<file path="config.mk">
export PLATFORM = sky130hd
export DESIGN_NAME = rmrc_top
export DESIGN_NICKNAME = d
export VERILOG_FILES = /design/src/design/rmrc_pkg.sv /design/src/design/rmrc_sync.sv /design/src/design/rmrc_fifo.sv /design/src/design/rmrc_top.sv
export SDC_FILE = /design/constraint.sdc
export NUM_CORES = 1
export LEC_CHECK = 0
export BUFFER_PORTS_ARGS = -buffer_cell sky130_fd_sc_hd__buf_4
export CORE_UTILIZATION = 33
export DETAILED_ROUTE_END_ITERATION = 8
export PLACE_DENSITY = 0.6
export SLEW_MARGIN = 5
export SYNTH_ARGS = -nofsm -noshare
export SYNTH_HDL_FRONTEND = slang
export SYNTH_SLANG_ARGS = --single-unit
</file>
<file path="constraint.sdc">
create_clock -name clk_sys_in -period 2.6 [get_ports clk_sys_in]
set_clock_uncertainty 0.1 [all_clocks]
set_input_delay 0.39 -clock clk_sys_in [delete_from_list [all_inputs] [get_ports clk_sys_in]]
set_output_delay 0.39 -clock clk_sys_in [all_outputs]
set_load 0.05 [all_outputs]
</file>
<file path="src/design/rmrc_pkg.sv">
// package: constants, state codes and carrier structs of the radio mode and ready control
package rmrc_pkg;

  // ----------------------------------------
  // timing
  // ----------------------------------------
  localparam int unsigned CLK_PERIOD_NS = 50;
  localparam int unsigned SWITCH_TIME_NS = 500;
  localparam int unsigned SWITCH_CYCLES = (SWITCH_TIME_NS + CLK_PERIOD_NS - 1) / CLK_PERIOD_NS;
  localparam int unsigned CNT_W = 4;
  localparam logic [CNT_W-1:0] SWITCH_CNT = CNT_W'(SWITCH_CYCLES);
  localparam logic [CNT_W-1:0] CNT_ONE = 4'h1;
  localparam logic [CNT_W-1:0] CNT_ZERO = 4'h0;

  // ----------------------------------------
  // register map
  // ----------------------------------------
  localparam int unsigned ADDR_W = 4;
  localparam int unsigned DATA_W = 32;
  localparam logic [ADDR_W-1:0] REG_CONFIG = 4'h0;
  localparam logic [ADDR_W-1:0] REG_STATUS = 4'h4;
  localparam int unsigned CFG_W = 5;
  localparam logic [CFG_W-1:0] CFG_RESET = 5'h00;
  localparam int unsigned STAT_STATE_LSB = 0;
  localparam int unsigned STAT_READY_BIT = 5;
  localparam int unsigned STAT_LEVEL_LSB = 6;
  localparam int unsigned STAT_TRSEL_BIT = 11;

  // ----------------------------------------
  // data buffer
  // ----------------------------------------
  localparam int unsigned FIFO_W = 1;
  localparam int unsigned FIFO_DEPTH = 16;
  localparam int unsigned LEVEL_W = 5;

  // ----------------------------------------
  // types
  // ----------------------------------------
  typedef enum logic [4:0] {
    ST_OFF = 5'b00001,
    ST_STBY = 5'b00010,
    ST_SWITCH = 5'b00100,
    ST_TX = 5'b01000,
    ST_RX = 5'b10000
  } rmrc_state_type;

  typedef struct packed {
    logic [ADDR_W-1:0] addr;
    logic [DATA_W-1:0] wdata;
    logic wr;
    logic rd;
  } rmrc_bus_req_type;

  typedef struct packed {
    logic tr_sel;
    logic standby;
    logic power_down_n;
    logic tx_data;
    logic demod;
  } rmrc_pins_type;

  localparam int unsigned PINS_W = $bits(rmrc_pins_type);

  typedef struct packed {
    logic [2:0] chan;
    logic [1:0] band;
  } rmrc_config_type;

endpackage

</file>
<file path="src/design/rmrc_sync.sv">
// two-flop synchroniser for pin levels
`timescale 1ns/1ps
module rmrc_sync #(
  parameter int unsigned W = 1
) (
  // clock and reset
  input wire logic clk_sys_in,
  input wire logic reset_in,
  // levels
  input wire logic [W-1:0] async_in,
  output logic [W-1:0] sync_out
);
  import rmrc_pkg::*;

  typedef struct packed {
    logic [W-1:0] meta;
    logic [W-1:0] stable;
  } rmrc_sync_st_type;

  rmrc_sync_st_type st_q;
  rmrc_sync_st_type st_d;

  // first stage feeds only the second
  always_comb begin
    st_d = st_q;
    st_d.meta = async_in;
    st_d.stable = st_q.meta;
  end

  always_ff @(posedge clk_sys_in or posedge reset_in) begin
    if (reset_in) begin
      st_q <= '0;
    end else begin
      st_q <= st_d;
    end
  end

  assign sync_out = st_q.stable;

endmodule // rmrc_sync

</file>
<file path="src/design/rmrc_fifo.sv">
// synchronous fifo with valid/ready on both sides
`timescale 1ns/1ps
module rmrc_fifo #(
  parameter int unsigned W = 1,
  parameter int unsigned DEPTH = 16
) (
  // clock and reset
  input wire logic clk_sys_in,
  input wire logic reset_in,
  input wire logic flush_in,
  // fill side
  input wire logic in_valid_in,
  output logic in_ready_out,
  input wire logic [W-1:0] in_data_in,
  // drain side
  output logic out_valid_out,
  input wire logic out_ready_in,
  output logic [W-1:0] out_data_out,
  // status
  output logic full_out,
  output logic [$clog2(DEPTH):0] level_out
);
  import rmrc_pkg::*;

  localparam int unsigned PW = $clog2(DEPTH);

  typedef struct packed {
    logic [DEPTH-1:0][W-1:0] mem;
    logic [PW:0] wptr;
    logic [PW:0] rptr;
  } rmrc_fifo_st_type;

  rmrc_fifo_st_type st_q;
  rmrc_fifo_st_type st_d;
  logic full;
  logic empty;

  // extra pointer bit tells full from empty
  assign empty = (st_q.wptr == st_q.rptr);
  assign full = (st_q.wptr[PW] != st_q.rptr[PW]) && (st_q.wptr[PW-1:0] == st_q.rptr[PW-1:0]);

  always_comb begin
    st_d = st_q;
    if (flush_in) begin
      st_d.wptr = '0;
      st_d.rptr = '0;
    end else begin
      if (in_valid_in && !full) begin
        st_d.mem[st_q.wptr[PW-1:0]] = in_data_in;
        st_d.wptr = st_q.wptr + 1'b1;
      end
      if (out_ready_in && !empty) begin
        st_d.rptr = st_q.rptr + 1'b1;
      end
    end
  end

  always_ff @(posedge clk_sys_in or posedge reset_in) begin
    if (reset_in) begin
      st_q <= '0;
    end else begin
      st_q <= st_d;
    end
  end

  assign in_ready_out = !full;
  assign out_valid_out = !empty;
  assign out_data_out = st_q.mem[st_q.rptr[PW-1:0]];
  assign full_out = full;
  assign level_out = st_q.wptr - st_q.rptr;

endmodule // rmrc_fifo

</file>
<file path="src/design/rmrc_top.sv">
// radio mode and ready control: pin-level mode resolution, transparent data paths, ready line
//
// Functional notes
// - data passes through with no framing
// - select high means transmit the input
// - select low means drive demodulated data out
// - receive output is never squelched
// - ready high during every transmit/receive switch
// - switching keeps band and channel settings
// - ready high busy, low ready; flow control
// - standby high deactivates all modes
// - ready held high in standby
// - power-down performs no function
// - ready reads low in power-down
// - power-down input is active low
//
// The plain strobed port and the register offsets were chosen for this implementation.
`timescale 1ns/1ps
module rmrc_top (
  // clock and reset
  input wire logic clk_sys_in,
  input wire logic reset_in,
  // register port
  input wire logic [rmrc_pkg::ADDR_W-1:0] addr_in,
  input wire logic [rmrc_pkg::DATA_W-1:0] wdata_in,
  input wire logic wr_in,
  input wire logic rd_in,
  output logic [rmrc_pkg::DATA_W-1:0] rdata_out,
  // control pins from the host
  input wire logic tr_sel_in,
  input wire logic standby_in,
  input wire logic power_down_n_in,
  // data pins
  input wire logic tx_data_in,
  output logic rx_data_out,
  output logic ready_out,
  // radio core side
  input wire logic demod_in,
  input wire logic mod_ready_in,
  output logic mod_data_out,
  output logic mod_valid_out,
  output logic tx_en_out,
  output logic rx_en_out,
  output logic [1:0] band_out,
  output logic [2:0] channel_out
);
  import rmrc_pkg::*;

  // ----------------------------------------
  // state
  // ----------------------------------------
  typedef struct packed {
    rmrc_state_type state;
    logic [CNT_W-1:0] cnt;
    rmrc_config_type cfg;
    logic tr_prev;
    logic ready;
    logic rx_data;
    logic mod_data;
    logic mod_valid;
    logic tx_en;
    logic rx_en;
    logic [DATA_W-1:0] rdata;
  } rmrc_top_st_type;

  rmrc_top_st_type st_q;
  rmrc_top_st_type st_d;
  rmrc_bus_req_type bus;
  rmrc_pins_type pins_raw;
  rmrc_pins_type pins;
  logic [PINS_W-1:0] pins_vec;
  logic fifo_in_valid;
  logic fifo_in_ready;
  logic fifo_out_valid;
  logic fifo_out_ready;
  logic fifo_out_data;
  logic fifo_full;
  logic fifo_flush;
  logic [LEVEL_W-1:0] fifo_level;
  logic active;
  logic tr_change;

  assign bus = '{addr: addr_in, wdata: wdata_in, wr: wr_in, rd: rd_in};
  assign pins_raw = '{tr_sel: tr_sel_in, standby: standby_in, power_down_n: power_down_n_in,
                      tx_data: tx_data_in, demod: demod_in};

  // ----------------------------------------
  // pin synchronisers
  // ----------------------------------------
  rmrc_sync #(
    .W(PINS_W)
  ) u_sync (
    .clk_sys_in(clk_sys_in),
    .reset_in(reset_in),
    .async_in(pins_raw),
    .sync_out(pins_vec)
  );

  assign pins = rmrc_pins_type'(pins_vec);

  // ----------------------------------------
  // transmit buffer
  // ----------------------------------------
  // bits are sampled every cycle, so a stalled modulator fills it and raises ready
  assign fifo_flush = (st_q.state != ST_TX);
  assign fifo_in_valid = (st_q.state == ST_TX);
  assign fifo_out_ready = (st_q.state == ST_TX) && mod_ready_in;

  rmrc_fifo #(
    .W(FIFO_W),
    .DEPTH(FIFO_DEPTH)
  ) u_fifo (
    .clk_sys_in(clk_sys_in),
    .reset_in(reset_in),
    .flush_in(fifo_flush),
    .in_valid_in(fifo_in_valid),
    .in_ready_out(fifo_in_ready),
    .in_data_in(pins.tx_data),
    .out_valid_out(fifo_out_valid),
    .out_ready_in(fifo_out_ready),
    .out_data_out(fifo_out_data),
    .full_out(fifo_full),
    .level_out(fifo_level)
  );

  // ----------------------------------------
  // mode resolution and data paths
  // ----------------------------------------
  assign active = (st_q.state == ST_SWITCH) || (st_q.state == ST_TX) || (st_q.state == ST_RX);
  assign tr_change = active && (pins.tr_sel != st_q.tr_prev);

  always_comb begin
    st_d = st_q;
    st_d.rdata = '0;
    if (!pins.power_down_n) begin
      st_d.state = ST_OFF;
    end else if (pins.standby) begin
      st_d.state = ST_STBY;
    end else if (!active || tr_change) begin
      // wake-up and every direction change take the same settling time
      st_d.state = ST_SWITCH;
      st_d.cnt = SWITCH_CNT;
    end else if (st_q.state == ST_SWITCH) begin
      if (st_q.cnt == CNT_ONE) begin
        st_d.state = pins.tr_sel ? ST_TX : ST_RX;
        st_d.cnt = CNT_ZERO;
      end else begin
        st_d.cnt = st_q.cnt - CNT_ONE;
      end
    end
    st_d.tr_prev = pins.tr_sel;
    st_d.tx_en = (st_d.state == ST_TX);
    st_d.rx_en = (st_d.state == ST_RX);
    // no squelch: whatever the demodulator gives is passed on
    st_d.rx_data = (st_d.state == ST_RX) ? pins.demod : 1'b0;
    // no bit reaches the modulator once the mode has left transmit
    st_d.mod_valid = (st_d.state == ST_TX) && fifo_out_ready && fifo_out_valid;
    // an empty buffer shows a stale entry, so only a real pop moves the bit
    st_d.mod_data = (fifo_out_ready && fifo_out_valid) ? fifo_out_data : st_q.mod_data;
    unique case (st_d.state)
      ST_OFF: st_d.ready = 1'b0;
      ST_STBY: st_d.ready = 1'b1;
      ST_SWITCH: st_d.ready = 1'b1;
      ST_TX: st_d.ready = !fifo_in_ready;
      ST_RX: st_d.ready = 1'b0;
    endcase
    // register port: config writes ignored while powered down
    if (bus.wr && (bus.addr == REG_CONFIG) && (st_q.state != ST_OFF)) begin
      st_d.cfg = rmrc_config_type'(bus.wdata[CFG_W-1:0]);
    end
    if (bus.rd) begin
      unique case (bus.addr)
        REG_CONFIG: st_d.rdata[CFG_W-1:0] = st_q.cfg;
        REG_STATUS: begin
          st_d.rdata[STAT_STATE_LSB +: $bits(rmrc_state_type)] = st_q.state;
          st_d.rdata[STAT_READY_BIT] = st_q.ready;
          st_d.rdata[STAT_LEVEL_LSB +: LEVEL_W] = fifo_level;
          st_d.rdata[STAT_TRSEL_BIT] = st_q.tr_prev;
        end
        default: st_d.rdata = '0;
      endcase
    end
  end

  always_ff @(posedge clk_sys_in or posedge reset_in) begin
    if (reset_in) begin
      st_q <= '{state: ST_OFF, cnt: CNT_ZERO, cfg: CFG_RESET, default: '0};
    end else begin
      st_q <= st_d;
    end
  end

  // ----------------------------------------
  // outputs
  // ----------------------------------------
  assign rdata_out = st_q.rdata;
  assign rx_data_out = st_q.rx_data;
  assign ready_out = st_q.ready;
  assign mod_data_out = st_q.mod_data;
  assign mod_valid_out = st_q.mod_valid;
  assign tx_en_out = st_q.tx_en;
  assign rx_en_out = st_q.rx_en;
  assign band_out = st_q.cfg.band;
  assign channel_out = st_q.cfg.chan;

  // ----------------------------------------
  // checks
  // ----------------------------------------
  property p_off_ready_low;
    @(posedge clk_sys_in) disable iff (reset_in)
    (st_q.state == ST_OFF) |-> !ready_out;
  endproperty
  a_off_ready_low: assert property (p_off_ready_low) else $error("ready high in power-down");

  property p_stby_ready_high;
    @(posedge clk_sys_in) disable iff (reset_in)
    (st_q.state == ST_STBY) |-> (ready_out && !tx_en_out && !rx_en_out);
  endproperty
  a_stby_ready_high: assert property (p_stby_ready_high) else $error("standby not busy or mode on");

  property p_switch_busy;
    @(posedge clk_sys_in) disable iff (reset_in)
    (tr_change && pins.power_down_n && !pins.standby) |=> (st_q.state == ST_SWITCH) && ready_out && (st_q.cnt == SWITCH_CNT);
  endproperty
  a_switch_busy: assert property (p_switch_busy) else $error("no busy period after select change");

  property p_switch_ends;
    @(posedge clk_sys_in) disable iff (reset_in)
    (st_q.state == ST_SWITCH && st_q.cnt == CNT_ONE && !tr_change && pins.power_down_n && !pins.standby)
      |=> (st_q.state == ($past(pins.tr_sel) ? ST_TX : ST_RX)) && !ready_out
          && (tx_en_out == $past(pins.tr_sel)) && (rx_en_out != tx_en_out);
  endproperty
  a_switch_ends: assert property (p_switch_ends) else $error("switch did not end in selected mode");

  property p_rx_passthrough;
    @(posedge clk_sys_in) disable iff (reset_in)
    (st_q.state == ST_RX) |-> (rx_data_out == $past(pins.demod)) && rx_en_out;
  endproperty
  a_rx_passthrough: assert property (p_rx_passthrough) else $error("receive data not passed through");

  property p_off_silent;
    @(posedge clk_sys_in) disable iff (reset_in)
    (st_q.state == ST_OFF) |-> !tx_en_out && !rx_en_out && !rx_data_out && !mod_valid_out;
  endproperty
  a_off_silent: assert property (p_off_silent) else $error("activity in power-down");

  property p_cfg_kept;
    @(posedge clk_sys_in) disable iff (reset_in)
    !wr_in |=> $stable(st_q.cfg);
  endproperty
  a_cfg_kept: assert property (p_cfg_kept) else $error("settings changed without a write");

  property p_tx_flow;
    @(posedge clk_sys_in) disable iff (reset_in)
    (st_q.state == ST_TX && $past(st_q.state == ST_TX)) |-> (ready_out == $past(fifo_full));
  endproperty
  a_tx_flow: assert property (p_tx_flow) else $error("ready does not follow buffer full");

  property p_mod_data;
    @(posedge clk_sys_in) disable iff (reset_in)
    mod_valid_out |-> $past(fifo_out_valid) && (mod_data_out == $past(fifo_out_data));
  endproperty
  a_mod_data: assert property (p_mod_data) else $error("modulator bit differs from buffer");

  property p_priority;
    @(posedge clk_sys_in) disable iff (reset_in)
    (!pins.power_down_n |=> st_q.state == ST_OFF) and (pins.power_down_n && pins.standby |=> st_q.state == ST_STBY);
  endproperty
  a_priority: assert property (p_priority) else $error("control inputs resolved in wrong order");

  property p_pd_outputs;
    @(posedge clk_sys_in) disable iff (reset_in)
    !pins.power_down_n |=> !ready_out && !tx_en_out && !rx_en_out && !mod_valid_out;
  endproperty
  a_pd_outputs: assert property (p_pd_outputs) else $error("power-down left an output active");

  property p_stby_busy;
    @(posedge clk_sys_in) disable iff (reset_in)
    (pins.power_down_n && pins.standby) |=> ready_out && !tx_en_out && !rx_en_out;
  endproperty
  a_stby_busy: assert property (p_stby_busy) else $error("standby input did not make the block busy");

  property p_cfg_write;
    @(posedge clk_sys_in) disable iff (reset_in)
    (wr_in && (addr_in == REG_CONFIG) && (st_q.state != ST_OFF)) |=> ({channel_out, band_out} == $past(wdata_in[CFG_W-1:0]));
  endproperty
  a_cfg_write: assert property (p_cfg_write) else $error("settings write did not land");

  property p_mod_only_tx;
    @(posedge clk_sys_in) disable iff (reset_in)
    mod_valid_out |-> tx_en_out && !rx_en_out;
  endproperty
  a_mod_only_tx: assert property (p_mod_only_tx) else $error("modulator fed outside transmit");

  property p_rx_quiet;
    @(posedge clk_sys_in) disable iff (reset_in)
    !rx_en_out |-> !rx_data_out;
  endproperty
  a_rx_quiet: assert property (p_rx_quiet) else $error("receive data driven outside receive");

  property p_switch_count;
    @(posedge clk_sys_in) disable iff (reset_in)
    (st_q.state == ST_SWITCH) |-> (st_q.cnt != CNT_ZERO) && (st_q.cnt <= SWITCH_CNT) && ready_out;
  endproperty
  a_switch_count: assert property (p_switch_count) else $error("settling count out of range");

endmodule // rmrc_top

</file>
=== Yosys cells after proc, flatten, opt, wreduce, memory -nomap -nowiden ===
Index checks and enable logic that the tools add are counted.

* Div/mod/pow operators: 0
* Magnitude comparators: 3
* Shift-type cells: 0
* Bitwise logic cells: 2
* Add/sub/neg operators: 4
* Muxes and demuxes: 20
* Equal/unequal tests: 16
* Multipliers: 0
* Reductions and logical operators: 24

{| class="wikitable"
|+ Operators by type and width
! kind !! count
|-
| $mux W5 || 6
|-
| $mux W9 || 2
|-
| $bwmux W16 || 1
|-
| $mux W12 || 1
|-
| $add A5 B1 Y5 const B || 2
|-
| $eq A5 B3 Y1 const B || 2
|-
| $eq A5 B4 Y1 const B || 2
|-
| $eq A5 B5 Y1 const B || 2
|-
| $logic_and A1 B1 Y1 || 10
|-
| $lt A4 B5 Y1 const B || 2
|-
| $mux W10 || 1
|-
| $pmux W5 S2 || 1
|-
| $mux W7 || 1
|-
| $reduce_bool A2 Y1 || 3
|-
| $eq A5 B1 Y1 const B || 1
|-
| $eq A5 B2 Y1 const B || 1
|-
| $eq A5 B5 Y1 || 1
|-
| $ne A5 B1 Y1 const B || 1
|-
| $ne A5 B4 Y1 const B || 1
|-
| $sub A5 B5 Y5 || 1
|-
| $bmux W1 S4 || 1
|-
| $demux W1 S4 || 1
|-
| $eq A4 B1 Y1 const B || 1
|-
| $eq A4 B3 Y1 const B || 1
|-
| 14 further kinds || 23
|}

* Input bits: 46
* Word-level logic and storage cells: 101
* Bits in read-only memories: 0
* Register bits: 89
* Memories: 0
* RAM bits: 0
* Bits in latches: 0

=== Logic depth before layout (Yosys ltp) ===
Gate-level depths: netlist (run 1).

* Depth in word-level cells: 11
* Mapped depth: 8

=== Hierarchy ===
Synthesis (run 1) repeated with hierarchy kept, for this count alone.

* Cells, all modules: 320
* Area, all modules: 3,572.2 µm²

{| class="wikitable"
|+ By module, submodules not included
! module !! sequential area each (µm²) !! cells an instance !! instances !! area an instance (µm²)
|-
| rmrc_top || 827.0 || 163 || 1 || 1,757.9
|-
| rmrc_fifo || 650.6 || 146 || 1 || 1,560.2
|-
| rmrc_sync || 250.2 || 11 || 1 || 254.0
|}

=== Least setup slack after synthesis (run 1) ===
OpenSTA, ideal clock, no wires.

* Kind: register to register
* Start point: register u_fifo.st_q[1] (netlist bit)
* End point: register u_fifo.st_q[13] (netlist bit)
* Setup slack: 0.633 ns
* Library setup time: 0.125 ns
* Buffers on the path: 0
* Data arrival time: 1.742 ns
* Cell stages (with the launch flop): 7
* Period minus slack after synthesis: 1.967 ns
* Cells stage by stage: dfrtp_1 > inv_1 > ha_1 > nand4_2 > o2111ai_1 > nor3_1 > mux2_2

* Cells in the longest elaborated chain, start to end: 5

{| class="wikitable"
|+ RTL lines
! item !! RTL line !! source
|-
| start: declaration || rmrc_fifo.sv:33 || <nowiki>rmrc_fifo_st_type st_q;</nowiki>
|-
| start signal: assignment || rmrc_fifo.sv:62 || <nowiki>st_q <= st_d;</nowiki>
|-
| $eq A4 B4 Y1 || rmrc_fifo.sv:40 || <nowiki>assign full = (st_q.wptr[PW] != st_q.rptr[PW]) && (st_q.wptr[PW-1:0] == st_q.rptr[PW-1:0]);</nowiki>
|-
| $logic_and A1 B1 Y1 || rmrc_fifo.sv:40 ||
|-
| $logic_not A1 Y1 || rmrc_fifo.sv:48 || <nowiki>if (in_valid_in && !full) begin</nowiki>
|-
| $logic_and A1 B1 Y1 || rmrc_fifo.sv:48 ||
|-
| $reduce_and A2 Y1 (no line) || n/a ||
|}

Every way passes these cells.
A chain may end at the register's enable or synchronous reset.

=== Final worst setup path (run 1) ===
* Start point: register u_fifo.st_q[1] (netlist bit)
* End point: register u_fifo.st_q[24] (netlist bit)

The elaborated chain is that of the path after synthesis.

==> flow_summary.yaml, run 1 <==
final_layout:
  num_antenna_cells: 0
  fin_util_pct: 39.8
  filler_cell_count: 970
  layout.nets: 396
  area_growth_pct: 15.2
  drive_gt1_share_pct: 27.1
global_routing:
  grt_start_max_net_pins: 70
  track_usage_pct: 13.0
  grt_pass1_vias: 2247
  gr-total-overflow: 0
  antenna_found_initial: 0
  grt_pass1_wl_mm: 11.0
cts:
  ctsResizeCount: 0
  post_cts.repair.setup_buffers: 0
  cts_inserted_buffers: 9
  clk_pin_slew_worst_paths_ns: 0.07
  cts.sinks: 69
  clk_path_buf_depth: 2
  cts_hold_buf: 0
  htree_num_levels: 3
  clock_latency_ns: 0.34
  root_buffer: "clkbuf_8"
  cts_tree: "done"
run_status:
  outcome: "complete, no violations"
routing:
  detail_route.vias_per_cell: 4.66
  drc: 0
  drtPass1Iterations: 5
  initialDrtViolationCount: 95
  wl_per_cell_um: 13.5
  ant_nets: 0
  wl_mm: 6.41
  vias: 2220
min_path:
  hold_class: "input pin to asynchronous set/reset pin"
power:
  p_int_mw: 1.84
  p_sw_share_pct: 24.9
  clock_power_share_pct: 42.8
  p_leak_nw: 1.84
  p_comb_share_pct: 10.9
  power_mw: 2.46
  switching_power_uw: 612
  power.density_nw_per_um2: 619
  irDropWorstVdd_mv: 0.348
  seq_power_share_pct: 46.3
job:
  drv_cap: 0
sta:
  rsz0062_at_grt: "no"
  setup-tns-final_ns: 0
  slew_viol_final: 0
  finalCriticalPeriod_ns: 2.37
  slew_headroom_pct: 61.9
  finalSetupViolCount: 0
  finalCritPeriodShare_pct: 91.0
  worstMarginPinSlew_ns: 0.567
  finalHoldViolations: 0
  fmax_ghz: 0.422
  holdWs_ns: 0.0153
synth:
  yosys-top-cells-area: "dfrtp_1 (49%), mux2_2 (8.2%), buf_4 (8.1%), ha_1 (4.0%), nor2_1 (3.5%)"
  async_reset_ff_share_pct: 100
  synthAdderAreaFrac_pct: 4.58
  yosysSeqAreaShare_pct: 50.2
  post_synth.cell_area_avg_sq_um: 11.2
  yosysWarnings: 0
  synth_top_area_share_pct: 49.4
  ys_ff_latch: 69
  syn-cell-area_sq_um: 3440
  synth-simple-area-share_pct: 12.6
  synth_xor_area_share_pct: 2.54
  synthFlopType: "dfrtp_1"
  yosysTopAreaCell: "dfrtp_1"
  synthTopCellsByCount: "dfrtp_1 (68), buf_4 (37), nor2_1 (32)"
  syn_inst: 307
  yosys-mux-area-fraction_pct: 12.2
  synth.most_common_cell: "dfrtp_1"
  synth_edf_count: 0
  synth_compound_area_share_pct: 7.09
  synth_top_family_by_area: "simple AND/OR/NAND/NOR gates"
  synth_cell_types: 48
worst_setup_path:
  r2r_cells: 6
  cp-start-kind: "flip-flop"
  rr_endpoint: "u_fifo.st_q[24]"
  rrSetupSlack_ns: 0.23
  crit_fanout: 9
  crit_path_end_kind: "flip-flop"
  r2r_start: "u_fifo.st_q[1]"
  cp_data_required_time_ns: 2.73
  arrival_ns: 2.50
  critPathKind: "flip-flop to flip-flop"
floorplan:
  ios: 89
  die_area_sq_um: 10800
  die_x_um: 104
  num_rows: 36
  start_util_pct: 34.6
  die_h_um: 104
  coreArea_sq_um: 9950
place:
  port_buffers: 41
  hpwl_mm: 4.60
  gp_congestion: 0.781
-- registers in the layout, indices dropped and copies added, names as in the netlist --
| signal | flops |
|---|---|
| rx_en_out | 1 |
| channel_out | 3 |
| u_sync.st_d | 5 |
| st_q | 10 |
| band_out | 2 |
| ready_out | 1 |
| tx_en_out | 1 |
| rx_data_out | 1 |
| u_sync.sync_out | 5 |
| mod_valid_out | 1 |
| rdata_out | 12 |
| mod_data_out | 1 |
| u_fifo.st_q | 26 |
-- cells in the final DEF (no fill, tap or decap), types with 5 or more instances in the layout --
master | netlist | final
a21oi_1 | 8 | 8
and2_1 | 5 | 5
buf_4 | 37 | 45
clkbuf_8 | 0 | 10
conb_1 | 1 | 20
dfrtp_1 | 68 | 68
ha_1 | 11 | 11
inv_1 | 15 | 14
mux2_2 | 25 | 25
mux2i_1 | 7 | 7
nand2_1 | 10 | 10
nor2_1 | 32 | 32
nor3_1 | 12 | 12
o2111ai_1 | 6 | 6
o21ai_0 | 8 | 8
xnor2_1 | 6 | 6
-- worst max-delay path: stages, from the launching register on --
cell and delay, ns:
dfrtp_1 0.56, inv_1 0.11, ha_1 0.32, nand4_2 0.24, o2111ai_1 0.52, nor2_1 0.11
mux2_2 0.30
-- layout make-up --
cell class                      instances  area, sq um  share of cell area (%)
Tap cell                              133          166                    4.20
Multi-Input combinational cell        197         1420                    35.7
Sequential cell                        69         1730                    43.6
Timing Repair Buffer                   46          358                    9.02
Clock inverter                          4         95.1                    2.40
Inverter                               15         56.3                    1.42
Clock buffer                           12          145                    3.66
-- power by group through the flow --
stage               combinational [mW]  sequential, mW  clock [mW]
floorplan                        0.255            1.15           0
global placement                 0.270            1.16           0
detailed placement               0.271            1.16           0
CTS                              0.271            1.14        1.07
global route                     0.285            1.14        1.12
finish                           0.268            1.14        1.05
-- how the worst max path moves through the flow --
stage                               from              end  slack [ns]
after global routing      u_fifo.st_q[1]  u_fifo.st_q[15]        0.03
final                     u_fifo.st_q[1]  u_fifo.st_q[24]        0.23
after global placement    u_fifo.st_q[1]  u_fifo.st_q[20]        0.27
after CTS                 u_fifo.st_q[1]  u_fifo.st_q[15]        0.21
after detailed placement  u_fifo.st_q[1]  u_fifo.st_q[19]        0.22
after floorplan                 reset_in      band_out[0]        0.37
-- per-stage QoR --
step                setup slack (ns)  instances  area [sq um]
floorplan                      0.372        326          3510
global placement               0.275        460          3730
detailed placement             0.216        460          3730
CTS                            0.207        476          3970
global route                  0.0312        476          3970
finish                         0.233        476          3970
-- routing by layer --
layer  vias to the layer above  part of all wire (%)  track usage [%]
li1                       1064                     -                -
met1                      1075                    49             17.6
met2                        73                    44             18.9
met3                         8                   5.8             4.32
met4                         0                   1.1             5.51
met5                         -                     0                0
-- cells by family after synthesis --
family                     after synthesis
AOI/OAI and AO/OA                       37
xor gates and xnor gates                10
adders and majority gates               12
buffers and inverters                   60
DFF                                     69
muxes                                   35
other                                    1
and+or+nand+nor                         83
Note: power is estimated with default switching activity, not from simulation.
==> run 2: changes to the inputs <==
--- a/config.mk
+++ b/config.mk
@@ -5,10 +5,11 @@
 export SDC_FILE = /design/constraint.sdc
 export NUM_CORES = 1
 export LEC_CHECK = 0
+export ABC_CLOCK_PERIOD_IN_PS = 2600
 export BUFFER_PORTS_ARGS = -buffer_cell sky130_fd_sc_hd__buf_4
-export CORE_UTILIZATION = 33
+export CORE_UTILIZATION = 53
 export DETAILED_ROUTE_END_ITERATION = 8
-export PLACE_DENSITY = 0.6
+export PLACE_DENSITY = 0.86
 export SLEW_MARGIN = 5
 export SYNTH_ARGS = -nofsm -noshare
 export SYNTH_HDL_FRONTEND = slang
==> run 2 against run 1 <==
  * Critical path depth did not move
  * Cell count fell by 12%
  * Via count rose by 1.1%
  * Total power fell by 12%
  * Setup slack improved by 0.019 ns
  * Largest cell class unchanged
==> flow_summary.yaml, run 2 (synthesized netlist as in run 1, its figures left out) <==
run_status:
  outcome: "complete, no violations"
cts:
  htree_num_levels: 3
  clk_path_buf_depth: 2
  cts_tree: "done"
  cts.sinks: 69
  root_buffer: "clkbuf_8"
  post_cts.repair.setup_buffers: 0
  cts_inserted_buffers: 9
  clk_pin_slew_worst_paths_ns: 0.07
  clock_latency_ns: 0.34
  cts_hold_buf: 0
  ctsResizeCount: 0
floorplan:
  ios: 89
  die_area_sq_um: 6820
  num_rows: 29
  coreArea_sq_um: 6310
  die_h_um: 82.6
  die_x_um: 82.6
  start_util_pct: 54.5
place:
  gp_congestion: 0.825
  dpl_worst_slack_ns: 0.268
  placed_cells: 402
  port_buffers: 41
  hpwl_mm: 4.30
global_routing:
  use_met3_pct: 4.18
  use_met1_pct: 25.9
  track_usage_pct: 20.7
  use_met2_pct: 34.2
  gr-total-overflow: 0
  grt_pass1_wl_mm: 10.3
  grt_most_used_layer: "met2"
  grt_start_max_net_pins: 43
  grt_pass1_vias: 2163
  antenna_found_initial: 0
final_layout:
  num_antenna_cells: 0
  final_common_cell: "dfrtp_1"
  instances_no_fill: 418
  largest_register_ffs: 26
  layout.nets: 394
  regMostFlops: "u_fifo.st_q"
  drive_gt1_share_pct: 27.3
  final_cell_mix: "dfrtp_1 (68), buf_4 (43), nor2_1 (32), mux2_2 (25), conb_1 (20)"
  filler_cell_count: 495
  area_growth_pct: 10.6
routing:
  wl_mm: 6.10
  drtPass1Iterations: 4
  detail_route.vias_per_cell: 5.37
  ant_nets: 0
  vias: 2244
  initialDrtViolationCount: 165
  wl_per_cell_um: 14.6
  drc: 0
sta:
  setup-tns-final_ns: 0
  fmax_ghz: 0.426
  slew_headroom_pct: 59.0
  finalSetupViolCount: 0
  finalHoldViolations: 0
  finalCriticalPeriod_ns: 2.35
  rsz0062_at_grt: "no"
  fin_ws_ns: 0.252
  worstMarginPinSlew_ns: 0.614
  slew_viol_final: 0
  finalCritPeriodShare_pct: 90.3
worst_setup_path:
  worst-path-buf-inv: 1
  arrival_ns: 2.48
  startpoint: "u_fifo.st_q[2]"
  cpPeakStageDelay_ns: 0.54
  cp_slowest_cell: "o2111ai_1"
  crit_path_end_kind: "flip-flop"
  r2r_start: "u_fifo.st_q[2]"
  path_cells: "inv_1 > ha_1 > nand4_2 > o2111ai_1 > nor2_1 > mux2_2"
  cp-start-kind: "flip-flop"
  crit_fanout: 9
  cp_data_required_time_ns: 2.73
  crit_family: "compound AO/OA/AOI/OAI gates"
  critPathKind: "flip-flop to flip-flop"
power:
  power.density_nw_per_um2: 564
  irDropWorstVdd_mv: 0.506
  p_leak_nw: 1.79
min_path:
  hold_class: "input pin to asynchronous set/reset pin"
job:
  drv_cap: 0
==> run 2: cell type report <==
cell class                 instances  area [sq um]  share of cell area (%)
clock buffer                       9           124                    3.25
inverter                          15          56.3                    1.48
clock inverter                     7          42.5                    1.12
sequential                        69          1730                    45.4
multi-input combinational        197          1420                    37.2
timing repair buffer              44           343                    9.00
tap                               77          96.3                    2.53
==> run 2: through the flow <==
| stage | cell area, sq um | hold WS [ns] | util [%] | total power [mW] |
|---|---|---|---|---|
| 2_1_floorplan | 3510 | 0.231 | - | 1.40 |
| 3_3_place_gp | 3640 | 0.233 | 57.7 | 1.42 |
| 3_5_place_dp | 3640 | 0.235 | 57.7 | 1.43 |
| 4_1_cts | 3810 | 0.0368 | 60.3 | 2.17 |
| 5_1_grt | 3810 | 0.0350 | 60.3 | 2.23 |
| 6_report | 3810 | 0.0203 | 60.3 | 2.15 |
==> run 2: path summary, 6_finish.rpt <==
check | cells after the start | endpoint | slack, ns
max | 6 | u_fifo.st_q[16] | 0.25
min reg2reg | 0 | u_sync.sync_out[4] | 0.25
min | 2 | u_fifo.st_q[12] | 0.02
max in group asynchronous | 3 | st_q[48] | 1.69
max reg2reg | 6 | u_fifo.st_q[16] | 0.25
min in group clk_sys_in | 1 | u_sync.st_d[0] | 0.05
==> run 2: where the power goes <==
| group | switching [mW] | internal, mW | leakage [nW] | total (mW) |
|---|---|---|---|---|
| registers | 0.0280 | 1.11 | 0.913 | 1.13 |
| logic | 0.197 | 0.0745 | 0.801 | 0.271 |
| clock network | 0.406 | 0.338 | 0.0808 | 0.744 |
| total | 0.631 | 1.52 | 1.79 | 2.15 |
==> run 2: layer usage <==
layer  routed length, um  vias to the layer above
li1                    -                     1065
met1                2660                     1103
met2                3000                       68
met3                 364                        8
met4                  77                        0
met5                   0                        -
==> run 3: changes to the inputs <==
--- a/config.mk
+++ b/config.mk
@@ -9,6 +9,7 @@
 export BUFFER_PORTS_ARGS = -buffer_cell sky130_fd_sc_hd__buf_4
 export CORE_UTILIZATION = 53
 export DETAILED_ROUTE_END_ITERATION = 8
+export MAX_ROUTING_LAYER = met4
 export PLACE_DENSITY = 0.86
 export SLEW_MARGIN = 5
 export SYNTH_ARGS = -nofsm -noshare
==> run 3 against run 2 <==
  * Maximum frequency rose by 0.38%
  * Largest cell class unchanged
  * Critical endpoint unchanged
  * Routed wire length fell by 1.1%
  * Total power fell by 0.24%
  * Largest power group unchanged
  * Flip-flop and latch count did not move
  * Critical path depth fell by 1
  * Via count rose by 1.2%
  * Register-to-register slack barely moved
  * Non-clock buffer count did not move
==> flow_summary.yaml, run 3 (synthesized netlist as in run 1, its figures left out) <==
place:
  port_buffers: 41
  dpl_worst_slack_ns: 0.268
  hpwl_mm: 4.30
  placed_cells: 402
  gp_congestion: 0.838
final_layout:
  drive_gt1_share_pct: 27.3
  fin_util_pct: 60.3
  num_antenna_cells: 0
  filler_cell_count: 495
  regMostFlops: "u_fifo.st_q"
  layout.nets: 394
  area_growth_pct: 10.6
  largest_register_ffs: 26
  instances_no_fill: 418
  final_cell_mix: "dfrtp_1 (68), buf_4 (43), nor2_1 (32), mux2_2 (25), conb_1 (20)"
  final_common_cell: "dfrtp_1"
cts:
  cts_hold_buf: 0
  root_buffer: "clkbuf_8"
  cts_inserted_buffers: 9
  cts_tree: "done"
  post_cts.repair.setup_buffers: 0
  clk_path_buf_depth: 2
  clk_pin_slew_worst_paths_ns: 0.07
  cts.sinks: 69
  ctsResizeCount: 0
  htree_num_levels: 3
  clock_latency_ns: 0.34
routing:
  ant_nets: 0
  wl_mm: 6.04
  route.met2.wl_mm: 2.99
  wl_met1_mm: 2.64
  maxUsedRoutingLayer: "met4"
  drtPass1Iterations: 4
  drc: 0
  initialDrtViolationCount: 153
  detail_route.vias_per_cell: 5.43
  wl_per_cell_um: 14.4
  wl_met3_um: 299
  vias: 2271
worst_setup_path:
  cp_slowest_cell: "o2111ai_1"
  crit_path_end_kind: "flip-flop"
  cp_data_required_time_ns: 2.73
  cp-start-kind: "flip-flop"
  critPathKind: "flip-flop to flip-flop"
  cpPeakStageDelay_ns: 0.53
  rrSetupSlack_ns: 0.26
  r2r_cells: 5
  r2r_start: "u_fifo.st_q[8]"
  worst-path-buf-inv: 0
  crit_cells: 5
  path_cells: "ha_1 > nand4_2 > o2111ai_1 > nor2_1 > mux2_2"
  crit_fanout: 10
  arrival_ns: 2.47
  startpoint: "u_fifo.st_q[8]"
  crit_family: "compound AO/OA/AOI/OAI gates"
global_routing:
  grt_pass1_wl_mm: 10.2
  grt_start_max_net_pins: 43
  track_usage_pct: 21.2
  grt_pass1_vias: 2180
  antenna_found_initial: 0
  gr-total-overflow: 0
floorplan:
  die_area_sq_um: 6820
  die_x_um: 82.6
  die_h_um: 82.6
  start_util_pct: 54.5
  ios: 89
  num_rows: 29
  coreArea_sq_um: 6310
sta:
  holdWs_ns: 0.0204
  setup-tns-final_ns: 0
  rsz0062_at_grt: "no"
  finalHoldViolations: 0
  slew_viol_final: 0
  finalCritPeriodShare_pct: 90.0
  fmax_ghz: 0.427
  worstMarginPinSlew_ns: 0.604
  slew_headroom_pct: 59.7
  finalSetupViolCount: 0
  finalCriticalPeriod_ns: 2.34
  fin_ws_ns: 0.260
job:
  drv_cap: 0
power:
  irDropWorstVdd_mv: 0.503
  power.density_nw_per_um2: 563
  p_leak_nw: 1.79
run_status:
  outcome: "complete, no violations"
min_path:
  hold_class: "input pin to asynchronous set/reset pin"
run 3: stage by stage:
stage / cell area, sq um / total power [mW]
floorplan: 3510 / 1.40
detailed placement: 3640 / 1.43
CTS: 3810 / 2.17
global route: 3810 / 2.23
global placement: 3640 / 1.42
finish: 3810 / 2.14
run 3: final cells by class:
type                            count  area (sq um)  share of cell area [%]
Clock buffer                        9           124                    3.25
Sequential cell                    69          1730                    45.4
Timing Repair Buffer               44           343                    9.00
Inverter                           15          56.3                    1.48
Multi-Input combinational cell    197          1420                    37.2
Tap cell                           77          96.3                    2.53
Clock inverter                      7          42.5                    1.12
run 3: worst paths after layout:
path,endpoint
max,u_fifo.st_q[16]
min,u_fifo.st_q[12]
max reg2reg,u_fifo.st_q[16]
min reg2reg,u_sync.sync_out[4]
max in group asynchronous,st_q[48]
min in group clk_sys_in,u_sync.st_d[0]
run 3: report_power, final:
group | switching (mW) | internal (mW)
combinational | 0.196 | 0.0745
clock | 0.401 | 0.338
sequential | 0.0283 | 1.11
total | 0.626 | 1.52
run 3: metal layers:
| layer | vias up | GRT usage [%] |
|---|---|---|
| met5 | - | - |
| met4 | 0 | 10.3 |
| met3 | 11 | 3.96 |
| met2 | 67 | 34.5 |
| met1 | 1130 | 25.5 |
| li1 | 1063 | - |
